`src/rtl/tbam_pkg.sv`:
```
package tbam_pkg;

    // Temperatures are carried in hundredths of a degree Celsius.
    localparam int TEMP_W = 16;
    localparam int THR_N = 8;
    localparam int BAND_N = 7;
    localparam int STAMP_W = 48;
    localparam int THR_IN_W = 17;

    localparam logic [15:0] SPAN_LO_CDEG = 16'h03E8;
    localparam logic [15:0] SPAN_HI_CDEG = 16'h2710;
    localparam logic [15:0] SPAN_DIFF_CDEG = 16'h2328;

    // A code of zero is the bottom of the span; full scale is two to this power.
    localparam int ADC_FULL_SHIFT = 14;

    localparam logic [THR_N-1:0][TEMP_W-1:0] THR_RESET = {
        16'h2328, 16'h1F40, 16'h1B58, 16'h1770,
        16'h1388, 16'h0FA0, 16'h0BB8, 16'h07D0
    };

    // Threshold entry arrives in thousandths of a degree.
    localparam logic [THR_IN_W-1:0] THR_ROUND_ADD = 17'h00005;
    localparam logic [THR_IN_W-1:0] THR_ROUND_DIV = 17'h0000A;

    localparam int CLK_PERIOD_NS = 10;
    localparam int BLINK_HALF_MS = 500;
    localparam int BLINK_HALF_CYC = BLINK_HALF_MS * 1000000 / CLK_PERIOD_NS;
    localparam int BLINK_CNT_W = 26;

    typedef enum logic [1:0]
    {
        ALM_IDLE = 2'b00,
        ALM_LATCHED = 2'b01,
        ALM_ACKED = 2'b11
    } tbam_alm_t;

    function automatic logic [TEMP_W-1:0] tbam_round_cdeg(input logic [THR_IN_W-1:0] milli);
        logic [THR_IN_W-1:0] q;
        q = (milli + THR_ROUND_ADD) / THR_ROUND_DIV;
        return q[TEMP_W-1:0];
    endfunction

endpackage

```
`src/rtl/tbam_meas_if.sv`:
```
interface tbam_meas_if;
    import tbam_pkg::*;

    logic [TEMP_W-1:0] temp;
    logic raw_low;
    logic raw_high;
    logic [THR_N-1:0][TEMP_W-1:0] thr;
    logic [BAND_N-1:0] band;
    logic under;
    logic over;

    modport scale
    (
        output temp,
        output raw_low,
        output raw_high
    );

    modport band_cmp
    (
        input temp,
        input thr,
        output band,
        output under,
        output over
    );

    modport top
    (
        input temp,
        input raw_low,
        input raw_high,
        output thr,
        input band,
        input under,
        input over
    );

endinterface

```
`src/rtl/tbam_band.sv`:
```
module tbam_band
    import tbam_pkg::*;
(
    input wire logic sys_clk_i,
    input wire logic rst_n_i,
    tbam_meas_if.band_cmp meas
);

    typedef struct packed
    {
        logic [BAND_N-1:0] band;
        logic under;
        logic over;
    } tbam_band_st_t;

    tbam_band_st_t s_q;
    tbam_band_st_t s_d;
    logic found;

    // The top band also takes a reading equal to its upper threshold.
    function automatic logic in_band(input logic [TEMP_W-1:0] t, input logic [TEMP_W-1:0] lo,
                                     input logic [TEMP_W-1:0] hi, input logic top);
        return (t >= lo) && ((t < hi) || (top && t == hi));
    endfunction

    always_comb
    begin
        s_d = s_q;
        found = 1'b0;
        s_d.band = '0;
        for (int i = 0; i < BAND_N; i++)
        begin
            if (!found && in_band(meas.temp, meas.thr[i], meas.thr[i+1], i == BAND_N - 1))
            begin
                s_d.band[i] = 1'b1;
                found = 1'b1;
            end
        end
        s_d.under = meas.temp < meas.thr[0];
        s_d.over = meas.temp > meas.thr[THR_N-1];
    end

    always_ff @(posedge sys_clk_i or negedge rst_n_i)
    begin
        if (!rst_n_i)
            s_q <= '0;
        else
            s_q <= s_d;
    end

    assign meas.band = s_q.band;
    assign meas.under = s_q.under;
    assign meas.over = s_q.over;

endmodule

```
`src/rtl/tbam_scale.sv`:
```
module tbam_scale
    import tbam_pkg::*;
(
    input wire logic sys_clk_i,
    input wire logic rst_n_i,
    input wire logic cap_en_i,
    input wire logic [15:0] adc_code_i,
    tbam_meas_if.scale meas
);

    typedef struct packed
    {
        logic [TEMP_W-1:0] temp;
        logic raw_low;
        logic raw_high;
    } tbam_scale_st_t;

    tbam_scale_st_t s_q;
    tbam_scale_st_t s_d;
    logic signed [31:0] scaled;

    always_comb
    begin
        s_d = s_q;
        scaled = (32'($signed(adc_code_i)) * $signed({16'h0000, SPAN_DIFF_CDEG})) >>> ADC_FULL_SHIFT;
        scaled = scaled + $signed({16'h0000, SPAN_LO_CDEG});
        if (cap_en_i)
        begin
            s_d.raw_low = scaled < $signed({16'h0000, SPAN_LO_CDEG});
            s_d.raw_high = scaled > $signed({16'h0000, SPAN_HI_CDEG});
            if (s_d.raw_low)
                s_d.temp = SPAN_LO_CDEG;
            else if (s_d.raw_high)
                s_d.temp = SPAN_HI_CDEG;
            else
                s_d.temp = scaled[TEMP_W-1:0];
        end
    end

    always_ff @(posedge sys_clk_i or negedge rst_n_i)
    begin
        if (!rst_n_i)
            s_q <= '{temp: SPAN_LO_CDEG, default: '0};
        else
            s_q <= s_d;
    end

    assign meas.temp = s_q.temp;
    assign meas.raw_low = s_q.raw_low;
    assign meas.raw_high = s_q.raw_high;

endmodule

```
`src/rtl/tbam_top.sv`:
```
// Notes on behaviour
// - Temperature is converted and updated only while capture enable is high.
// - With capture enable low the last recorded temperature is held.
// - Readings beyond the span show as the span's lower or upper limit.
// - Violation when reading is below threshold one or above threshold eight.
// - Latched violation clears only once back in range and acknowledged.
// - Acknowledge acts on a rising edge; panel acknowledge does the same.
// - Each entered threshold is rounded to hundredths before storing.
// - Seven one-hot band outputs mark the pair enclosing the reading.
// - Combined alarm blinks while a violation is latched; it stops once back in range and acknowledged.
// - Under-temperature output is high while reading is below threshold one.
// - Over-temperature output is high while reading is above threshold eight.
// - Keep time of last under event, else the restart time.
// - Keep time of last over event, else the restart time.
module tbam_top
    import tbam_pkg::*;
#(
    parameter int BLINK_HALF_CYC_P = tbam_pkg::BLINK_HALF_CYC
)
(
    input wire logic sys_clk_i,
    input wire logic rst_n_i,
    input wire logic cap_en_i,
    input wire logic [15:0] adc_code_i,
    input wire logic ack_i,
    input wire logic panel_ack_i,
    input wire logic thr_wr_i,
    input wire logic [2:0] thr_idx_i,
    input wire logic [tbam_pkg::THR_IN_W-1:0] thr_val_i,
    input wire logic [2:0] thr_rd_idx_i,
    input wire logic [tbam_pkg::STAMP_W-1:0] time_now_i,
    output logic [tbam_pkg::TEMP_W-1:0] temp_o,
    output logic raw_low_o,
    output logic raw_high_o,
    output logic [tbam_pkg::BAND_N-1:0] band_o,
    output logic under_o,
    output logic over_o,
    output logic under_lat_o,
    output logic over_lat_o,
    output logic alarm_o,
    output logic [tbam_pkg::TEMP_W-1:0] thr_rd_o,
    output logic thr_order_ok_o,
    output logic [tbam_pkg::STAMP_W-1:0] stamp_under_o,
    output logic [tbam_pkg::STAMP_W-1:0] stamp_over_o
);
    import tbam_pkg::*;

    localparam logic [BLINK_CNT_W-1:0] BLINK_LAST = BLINK_CNT_W'(BLINK_HALF_CYC_P - 1);

    typedef struct packed
    {
        logic [THR_N-1:0][TEMP_W-1:0] threshold_store;
        logic [TEMP_W-1:0] thr_rd;
        logic order_ok;
        logic ack_prev;
        logic panel_prev;
        tbam_alm_t alm;
        logic under_lat;
        logic over_lat;
        logic under_prev;
        logic over_prev;
        logic started;
        logic [BLINK_CNT_W-1:0] blink_cnt;
        logic blink;
        logic [STAMP_W-1:0] stamp_under;
        logic [STAMP_W-1:0] stamp_over;
    } tbam_top_st_t;

    localparam tbam_top_st_t TOP_RESET = '{
        threshold_store: THR_RESET,
        order_ok: 1'b1,
        alm: ALM_IDLE,
        default: '0
    };

    logic rst_meta_q;
    logic rst_sync_q;
    tbam_top_st_t s_q;
    tbam_top_st_t s_d;
    logic ack_edge;
    logic viol;
    logic new_event;
    logic under_event;
    logic over_event;

    // Edge detection is shared by both acknowledge inputs and both violation flags.
    function automatic logic tbam_rise(input logic now, input logic prev);
        return now & ~prev;
    endfunction

    tbam_meas_if meas();

    // The release is synchronised so all flops fed by rst_sync_q leave reset on the same edge.
    always_ff @(posedge sys_clk_i or negedge rst_n_i)
    begin
        if (!rst_n_i)
        begin
            rst_meta_q <= 1'b0;
            rst_sync_q <= 1'b0;
        end
        else
        begin
            rst_meta_q <= 1'b1;
            rst_sync_q <= rst_meta_q;
        end
    end

    tbam_scale u_scale
    (
        .sys_clk_i(sys_clk_i),
        .rst_n_i(rst_sync_q),
        .cap_en_i(cap_en_i),
        .adc_code_i(adc_code_i),
        .meas(meas.scale)
    );

    tbam_band u_band
    (
        .sys_clk_i(sys_clk_i),
        .rst_n_i(rst_sync_q),
        .meas(meas.band_cmp)
    );

    assign meas.thr = s_q.threshold_store;

    always_comb
    begin
        s_d = s_q;
        ack_edge = tbam_rise(ack_i, s_q.ack_prev) | tbam_rise(panel_ack_i, s_q.panel_prev);
        s_d.ack_prev = ack_i;
        s_d.panel_prev = panel_ack_i;

        viol = meas.under | meas.over;
        under_event = tbam_rise(meas.under, s_q.under_prev);
        over_event = tbam_rise(meas.over, s_q.over_prev);
        new_event = under_event | over_event;
        s_d.under_prev = meas.under;
        s_d.over_prev = meas.over;

        if (thr_wr_i)
        begin
            s_d.threshold_store[thr_idx_i] = tbam_round_cdeg(thr_val_i);
        end
        s_d.thr_rd = s_q.threshold_store[thr_rd_idx_i];

        s_d.order_ok = 1'b1;
        for (int i = 0; i < THR_N - 1; i++)
        begin
            if (s_q.threshold_store[i] >= s_q.threshold_store[i+1])
            begin
                s_d.order_ok = 1'b0;
            end
        end

        // Sticky flags; a live violation always wins over a clear below.
        if (meas.under)
        begin
            s_d.under_lat = 1'b1;
        end
        if (meas.over)
        begin
            s_d.over_lat = 1'b1;
        end

        case (s_q.alm)
            ALM_IDLE:
            begin
                if (viol)
                begin
                    s_d.alm = ALM_LATCHED;
                end
            end
            ALM_LATCHED:
            begin
                if (ack_edge)
                begin
                    s_d.alm = viol ? ALM_ACKED : ALM_IDLE;
                end
            end
            ALM_ACKED:
            begin
                if (new_event)
                begin
                    s_d.alm = ALM_LATCHED;
                end
                else if (!viol)
                begin
                    s_d.alm = ALM_IDLE;
                end
            end
            default:
            begin
                s_d.alm = ALM_IDLE;
            end
        endcase

        if (s_d.alm == ALM_IDLE && !viol)
        begin
            s_d.under_lat = 1'b0;
            s_d.over_lat = 1'b0;
        end

        if (s_d.alm == ALM_IDLE)
        begin
            s_d.blink_cnt = '0;
            s_d.blink = 1'b0;
        end
        else if (s_q.alm == ALM_IDLE)
        begin
            // Light at once so a short violation is never missed by the lamp.
            s_d.blink_cnt = '0;
            s_d.blink = 1'b1;
        end
        else if (s_q.blink_cnt == BLINK_LAST)
        begin
            s_d.blink_cnt = '0;
            s_d.blink = ~s_q.blink;
        end
        else
        begin
            s_d.blink_cnt = s_q.blink_cnt + 1'b1;
        end

        if (!s_q.started || under_event)
        begin
            s_d.stamp_under = time_now_i;
        end
        if (!s_q.started || over_event)
        begin
            s_d.stamp_over = time_now_i;
        end
        s_d.started = 1'b1;
    end

    always_ff @(posedge sys_clk_i or negedge rst_sync_q)
    begin
        if (!rst_sync_q)
            s_q <= TOP_RESET;
        else
            s_q <= s_d;
    end

    assign temp_o = meas.temp;
    assign raw_low_o = meas.raw_low;
    assign raw_high_o = meas.raw_high;
    assign band_o = meas.band;
    assign under_o = meas.under;
    assign over_o = meas.over;
    assign under_lat_o = s_q.under_lat;
    assign over_lat_o = s_q.over_lat;
    assign alarm_o = s_q.blink;
    assign thr_rd_o = s_q.thr_rd;
    assign thr_order_ok_o = s_q.order_ok;
    assign stamp_under_o = s_q.stamp_under;
    assign stamp_over_o = s_q.stamp_over;

endmodule

```
`config.mk`:
```
export PLATFORM = sky130hd
export DESIGN_NAME = tbam_top
export DESIGN_NICKNAME = d
export VERILOG_FILES = /design/src/rtl/tbam_pkg.sv /design/src/rtl/tbam_meas_if.sv /design/src/rtl/tbam_band.sv /design/src/rtl/tbam_scale.sv /design/src/rtl/tbam_top.sv
export SDC_FILE = /design/constraint.sdc
export NUM_CORES = 1
export LEC_CHECK = 0
export BUFFER_PORTS_ARGS = -buffer_cell sky130_fd_sc_hd__buf_2
export CAP_MARGIN = 40
export CORE_AREA = 5 5 231 233
export DETAILED_ROUTE_END_ITERATION = 10
export DIE_AREA = 0 0 236 238
export PLACE_DENSITY_LB_ADDON = 0.25
export SLEW_MARGIN = 20
export SYNTH_ARGS = -nofsm -noshare
export SYNTH_HDL_FRONTEND = slang
export SYNTH_SLANG_ARGS = --single-unit
```
`constraint.sdc`:
```
create_clock -name sys_clk_i -period 9.75 [get_ports sys_clk_i]
set_input_delay 1.95 -clock sys_clk_i [delete_from_list [all_inputs] [get_ports sys_clk_i]]
set_output_delay 1.95 -clock sys_clk_i [all_outputs]
set_load 0.01 [all_outputs]
```
# Word-level counts from Yosys, hierarchy flattened
# Index checks and enable logic that the tools add are counted.
# totals
reg_bits	306
input_bits	93
wordCells	149
# op_classes
addsub	3
n_mul	1
n_div	1
n_lt_le_gt_ge	28
eq_ne	4
muxes	39
bitwise_logic	12
reduce_logical	31
# op_table
op	count
16-bit >= comparator	14
128-bit bitwise mux	1
16-bit less-than comparator	8
16-bit two-way mux	4
27-bit two-way mux	2
16-bit binary-select mux with 3-bit select	1
16-bit demux with 3-bit select	1
32-bit by 15-bit greater-than comparator with 1-bit output, second input constant	1
32-bit by 11-bit less-than comparator with 1-bit output, second input constant	1
16-bit by 12-bit multiplier with 28-bit output, second input constant	1
26-bit by 1-bit adder with 26-bit output, second input constant	1
26-bit == test, second input constant	1
26-bit two-way mux	1
1-bit two-way mux	22
17-bit by 11-bit adder with 18-bit output, second input constant	1
17-bit by 3-bit adder with 17-bit output, second input constant	1
17-bit by 4-bit divider with 17-bit output, second input constant	1
16-bit == test	1
16-bit greater-than comparator	1
1-bit logical AND	15
2-bit two-way mux	6
1-bit logical NOT	8
3-bit by 4-bit less-than comparator with 1-bit output, second input constant	2
2-bit one-hot mux with 3 select lines	1
other kinds (10)	23

# Depth between registers and ports, before layout
# logic_depth
word_depth	21
ltp_mapped	28
depth_no_buf	27

# Hierarchy
# A second synthesis with hierarchy kept.
# unflattened
cells_unflattened	2485
area_unflattened_um2	23450.0
# by_module_without_submodules
mod	instances	cells_per_inst	area_per_inst_um2
tbam_top	1	1514	15512.4
tbam_scale	1	489	4380.5
tbam_band	1	482	3557.2

# Least setup slack after synthesis
# OpenSTA, ideal clock, no wires.
# synth_path
path_kind	input -> register
start	input port adc_code_i[5]
end	register u_scale.s_q (netlist bit u_scale.meas.temp[8])
arrival_time_ns	8.145
required_ns	9.670
setup_slack_ns	1.526
cell_stages	26
n_path_buf	1
cell_sequence	ha_1 > ha_1 > inv_1 > fa_1 > fa_1 > inv_1 > ha_1 > a21o_1 > a21o_1 > a21o_1 > a21o_1 > a21oi_1 > o21bai_1 > a21oi_1 > o21bai_1 > a21oi_1 > o21ai_1 > a21o_1 > nor4_1 > nand2_1 > or4_1 > nand4_1 > a2111oi_0 > or4b_1 > clkbuf_1 > o22a_1
# synth_via
elab_chain_len	5
# synth_lines
item	line_no	rtl
start: declaration	tbam_top.sv:24	input wire logic [15:0] adc_code_i,
16-bit by 12-bit multiplier with 28-bit output *	tbam_scale.sv:25	scaled = (32'($signed(adc_code_i)) * $signed({16'h0000, SPAN_DIFF_CDEG})) >>> ADC_FULL_SHIFT;
17-bit by 11-bit adder with 18-bit output *	tbam_scale.sv:26	scaled = scaled + $signed({16'h0000, SPAN_LO_CDEG});
32-bit by 15-bit greater-than comparator with 1-bit output	tbam_scale.sv:30	s_d.raw_high = scaled > $signed({16'h0000, SPAN_HI_CDEG});
16-bit two-way mux	tbam_scale.sv:33	else if (s_d.raw_high)
16-bit two-way mux *	tbam_scale.sv:31	if (s_d.raw_low)
end signal: assignment	tbam_scale.sv:43	s_q <= '{temp: SPAN_LO_CDEG, default: '0};
end signal: assignment	tbam_scale.sv:45	s_q <= s_d;
end: declaration	tbam_scale.sv:18	tbam_scale_st_t s_q;
# Every way passes the cells marked *; elsewhere a longest branch is shown, timed or not.
# A chain may end at the register's enable or synchronous reset.

# Worst setup path in the final report
# layout_path
start	input port thr_val_i[0] (netlist name)
end	register s_q (netlist bit meas.thr[80])
# layout_via
elab_chain_len	3
# layout_lines
item	line_no	rtl
start: declaration	tbam_top.sv:29	input wire logic [tbam_pkg::THR_IN_W-1:0] thr_val_i,
17-bit by 3-bit adder with 17-bit output	tbam_pkg.sv:40	q = (milli + THR_ROUND_ADD) / THR_ROUND_DIV;
17-bit by 4-bit divider with 17-bit output	tbam_pkg.sv:40	
128-bit bitwise mux	tbam_top.sv:142	s_d.threshold_store[thr_idx_i] = tbam_round_cdeg(thr_val_i);
end signal: assignment	tbam_top.sv:238	s_q <= TOP_RESET;
end signal: assignment	tbam_top.sv:240	s_q <= s_d;
end: declaration	tbam_top.sv:78	tbam_top_st_t s_q;
# No other way between the ends.

==> metrics.md <==
| Metric | Value |
|---|---|
| Netlist cell types | `105` |
| Vias in the first global route | `17200` |
| Cell Area, Placed | `23800 sq um` |
| DR pass1 iterations | `5` |
| Critical Path Stages | `23` |
| Hold Vio Cnt, Final | `0` |
| CTS Buffer Depth | `3` |
| Routability Congestion | `0.908` |
| Vias | `17000` |
| Hold_buf cts | `0` |
| P_int | `3.98 mW` |
| Setup crit end | `meas.thr[80]` |
| Synth Warn # | `0` |
| Fillcell total | `4753` |
| Final setup vio count | `0` |
| Residual DRC count | `0` |
| Placed Cells | `3092` |
| Worst setup path class | `in2reg` |
| Critical path's slowest cell | `mux2i_1` |
| Max-cap viol count | `0` |
| Area added between synthesis and finish | `10.3%` |
| RSZ-0062 raised after global routing | `false` |
| Critical R2R Capture | `u_band.meas.band[6]` |
| Power per standard cell area | `277 nW/um^2` |
| First-pass GRT wire length | `92.3 mm` |
| Crit path required time | `10.15 ns` |
| Hold Worst Slack | `0.292 ns` |
| CP Cell Sequence | `buf_2, ha_1, o2111ai_4, nor3_4, mux2i_1, a211oi_1, mux2i_2, and2_1, a21oi_1, a31oi_2, o21ai_2, a2bb2oi_2, o21ai_1, o2bb2ai_1, a311oi_2, buf_4, mux2i_1, o211ai_2, nor4_1, and4bb_1, o21ai_0, o2bb2ai_4, a22oi_2` |
| Slew Viols, Final | `0` |
| Clock Latency Late Sink | `0.55 ns` |
| Starting DRT DRC Count | `892` |
| Startpoint types | `input pin` |
| Die area | `56200 sq um` |
| Via/cell ratio | `5.39` |
| Setup TNS | `0 ns` |
| Syn_area_per_cell | `9.68 sq um` |
| Die Width | `236 um` |
| # nets final | `2873` |
| Post-layout min period | `8.59 ns` |
| Sequential share of power | `0.283` |
| Register area share after synthesis | `0.322` |
| CTS sink cnt | `288` |
| Fmax | `116 MHz` |
| Overall Power | `6.90 mW` |
| Die height | `238 um` |
| Post-synth top area share | `0.257` |
| Crit path max-delay family | `compound AO/OA/AOI/OAI gates` |
| Crit path buffers/inverters | `2` |
| Crit. End Element | `flip-flop` |
| Synthesized flop and latch total | `288` |
| Grt total ovfl | `0` |
| Combinational cell fraction of total power | `0.526` |
| Worst setup path start | `thr_val_i[0]` |
| Peak supply drop | `0.000141 V` |
| Slew margin rel. | `0.371` |
| Status | `completed` |
| Total CTS buffers | `34` |
| H-tree depth | `2` |
| WL/cell | `17.9 um` |
| Rows | `83` |
| Pre-CTS setup slack | `0.678 ns` |
| Hold Path Class | `reg2async` |
| Ys flop type | `dfrtp_1` |
| Fin cells | `3156` |
| Max FO, Critical Path | `17` |
| Reg-to-reg startpoint | `u_scale.meas.temp[1]` |
| Leak | `11.7 nW` |
| Switching power | `2.92 mW` |
| Overall Global Routing Usage | `0.197` |
| Crit-path max cell delay | `0.81 ns` |
| Fin Clk Skew | `0.0292 ns` |
| Number of post-CTS setup repair buffers | `0` |
| Top-count cell post-synth | `ha_1` |
| Largest net degree at the start of global routing | `143` |
| Post-DP HPWL | `44.3 mm` |
| Async set-reset flop share out of synthesis | `1.00` |
| Fin crit share | `0.881` |
| CTS clk-pin slew, worst paths | `0.06 ns` |
| CORE AREA | `51000 sq um` |
| EDFF count, synth | `0` |
| Starting Density | `0.444` |
| Synth cell count leaders | `ha_1, dfrtp_1, inv_1` |
| Clock root cell | `clkbuf_16` |
| Design Area, Final | `25000 sq um` |
| Post-route ant nets | `0` |
| Initial antenna violation count | `1` |
| Clock Power Share | `0.191` |
| Final core utilization | `0.490` |
| CP Data Arrival Time | `8.99 ns` |
| Final wirelength | `56.3 mm` |
| IO buf count | `233` |
| Worst-margin pin slew | `0.918 ns` |
| Reg2Reg Setup Slack | `5.33 ns` |
| Net Sw Frac | `0.423` |
| CTS tree | `built` |
| IO Pins | `236` |
| Cells after synthesis | `2337` |
| Fin worst setup slack | `1.16 ns` |
| Reg2reg path depth | `19` |
| Cell mode on critical path | `mux2i_1` |
| Fraction of layout cells with a size suffix above 1 | `0.230` |
| Post-Syn Area | `22600 sq um` |
| CTS resizes | `0` |
| Top post-synthesis cells by area | `dfrtp_1, ha_1, dfstp_2, mux2_2, o21ai_0` |
| Yosys top cell by area | `dfrtp_1` |
==> per-layer routing <==
layer  vias to the layer above  wire [um]  global-route usage
met3                        75       3120              0.0325
met2                       444      26300               0.328
met5                         -          0                   0
met1                      8142      25600               0.269
met4                         0       1320              0.0521
li1                       8338          -                   -
==> cell families after synthesis <==
kind of cell               Yosys count  synth area share
xor gates and xnor gates            89            0.0351
other                                2          0.000332
AOI/OAI and AO/OA                  466             0.134
adders and majority gates          329             0.193
muxes                              161            0.0933
buffers and inverters              382            0.0830
and+or+nand+nor                    620             0.139
DFF                                288             0.322
==> registers in the layout, summed over array words and instances, names as in the netlist <==
name and count:
alarm_o 1, meas.thr 112, over_lat_o 1, rst_meta_q 1
rst_sync_q 1, s_q 33, stamp_over_o 48, stamp_under_o 48
thr_order_ok_o 1, thr_rd_o 14, u_band.meas.band 7, u_band.meas.over 1
u_band.meas.under 1, u_scale.meas.raw_high 1, u_scale.meas.raw_low 1, u_scale.meas.temp 16
under_lat_o 1
==> worst min path at each step <==
stage                     startpoint                to  cells after the start
final                     rst_sync_q   stamp_over_o[5]                      0
after global routing      rst_sync_q   stamp_over_o[1]                      0
after CTS                 rst_sync_q  stamp_under_o[5]                      0
after detailed placement  rst_sync_q   stamp_over_o[9]                      0
after global placement    rst_sync_q   stamp_over_o[1]                      0
after floorplan           rst_meta_q        rst_sync_q                      0
==> worst register-to-register path: cells and delay by family, from the launching register on <==
kind / cells / cell delay [ns]
AND/OR/NAND/NOR: 11 / 1.68
flip-flops: 1 / 0.62
adder cells (fa/ha/maj): 1 / 0.34
AO/OA/AOI/OAI: 7 / 1.62
==> final cells by class <==
| cell class | instances | area [sq um] | area share |
|---|---|---|---|
| antenna | 1 | 2.50 | 0.000100 |
| multi-input combinational | 1669 | 13500 | 0.541 |
| tap | 680 | 851 | 0.0341 |
| clock inverter | 16 | 213 | 0.00852 |
| inverter | 200 | 751 | 0.0301 |
| sequential | 288 | 7280 | 0.292 |
| timing repair buffer | 258 | 1420 | 0.0567 |
| clock buffer | 44 | 948 | 0.0380 |
==> power groups by stage <==
stage	sequential, mW	combinational (mW)	clock, mW
after floorplan	1.87	2.80	0
after detailed placement	1.98	3.61	0
final	1.96	3.63	1.32
after global routing	2.01	4.16	1.40
after CTS	1.96	3.64	1.35
after global placement	1.96	3.51	0
==> cell usage in the layout (no fill, tap or decap), drive strengths merged, types with 11 or more instances in the layout <==
cell type | synthesis | layout
a211oi | 14 | 14
a21o | 26 | 26
a21oi | 98 | 98
a22oi | 11 | 11
and3 | 12 | 12
buf | 130 | 256
clkbuf | 52 | 46
dfrtp | 232 | 232
dfstp | 56 | 56
fa | 35 | 35
ha | 294 | 294
inv | 200 | 202
mux2 | 117 | 117
mux2i | 16 | 16
mux4 | 28 | 28
nand2 | 198 | 198
nand2b | 61 | 61
nand3 | 38 | 38
nand4 | 45 | 45
nor2 | 122 | 122
nor2b | 63 | 63
nor3 | 29 | 29
nor4 | 15 | 15
o21ai | 196 | 196
o22ai | 11 | 11
xnor2 | 50 | 50
xor2 | 39 | 39
Power figures use the tool's default switching activity.
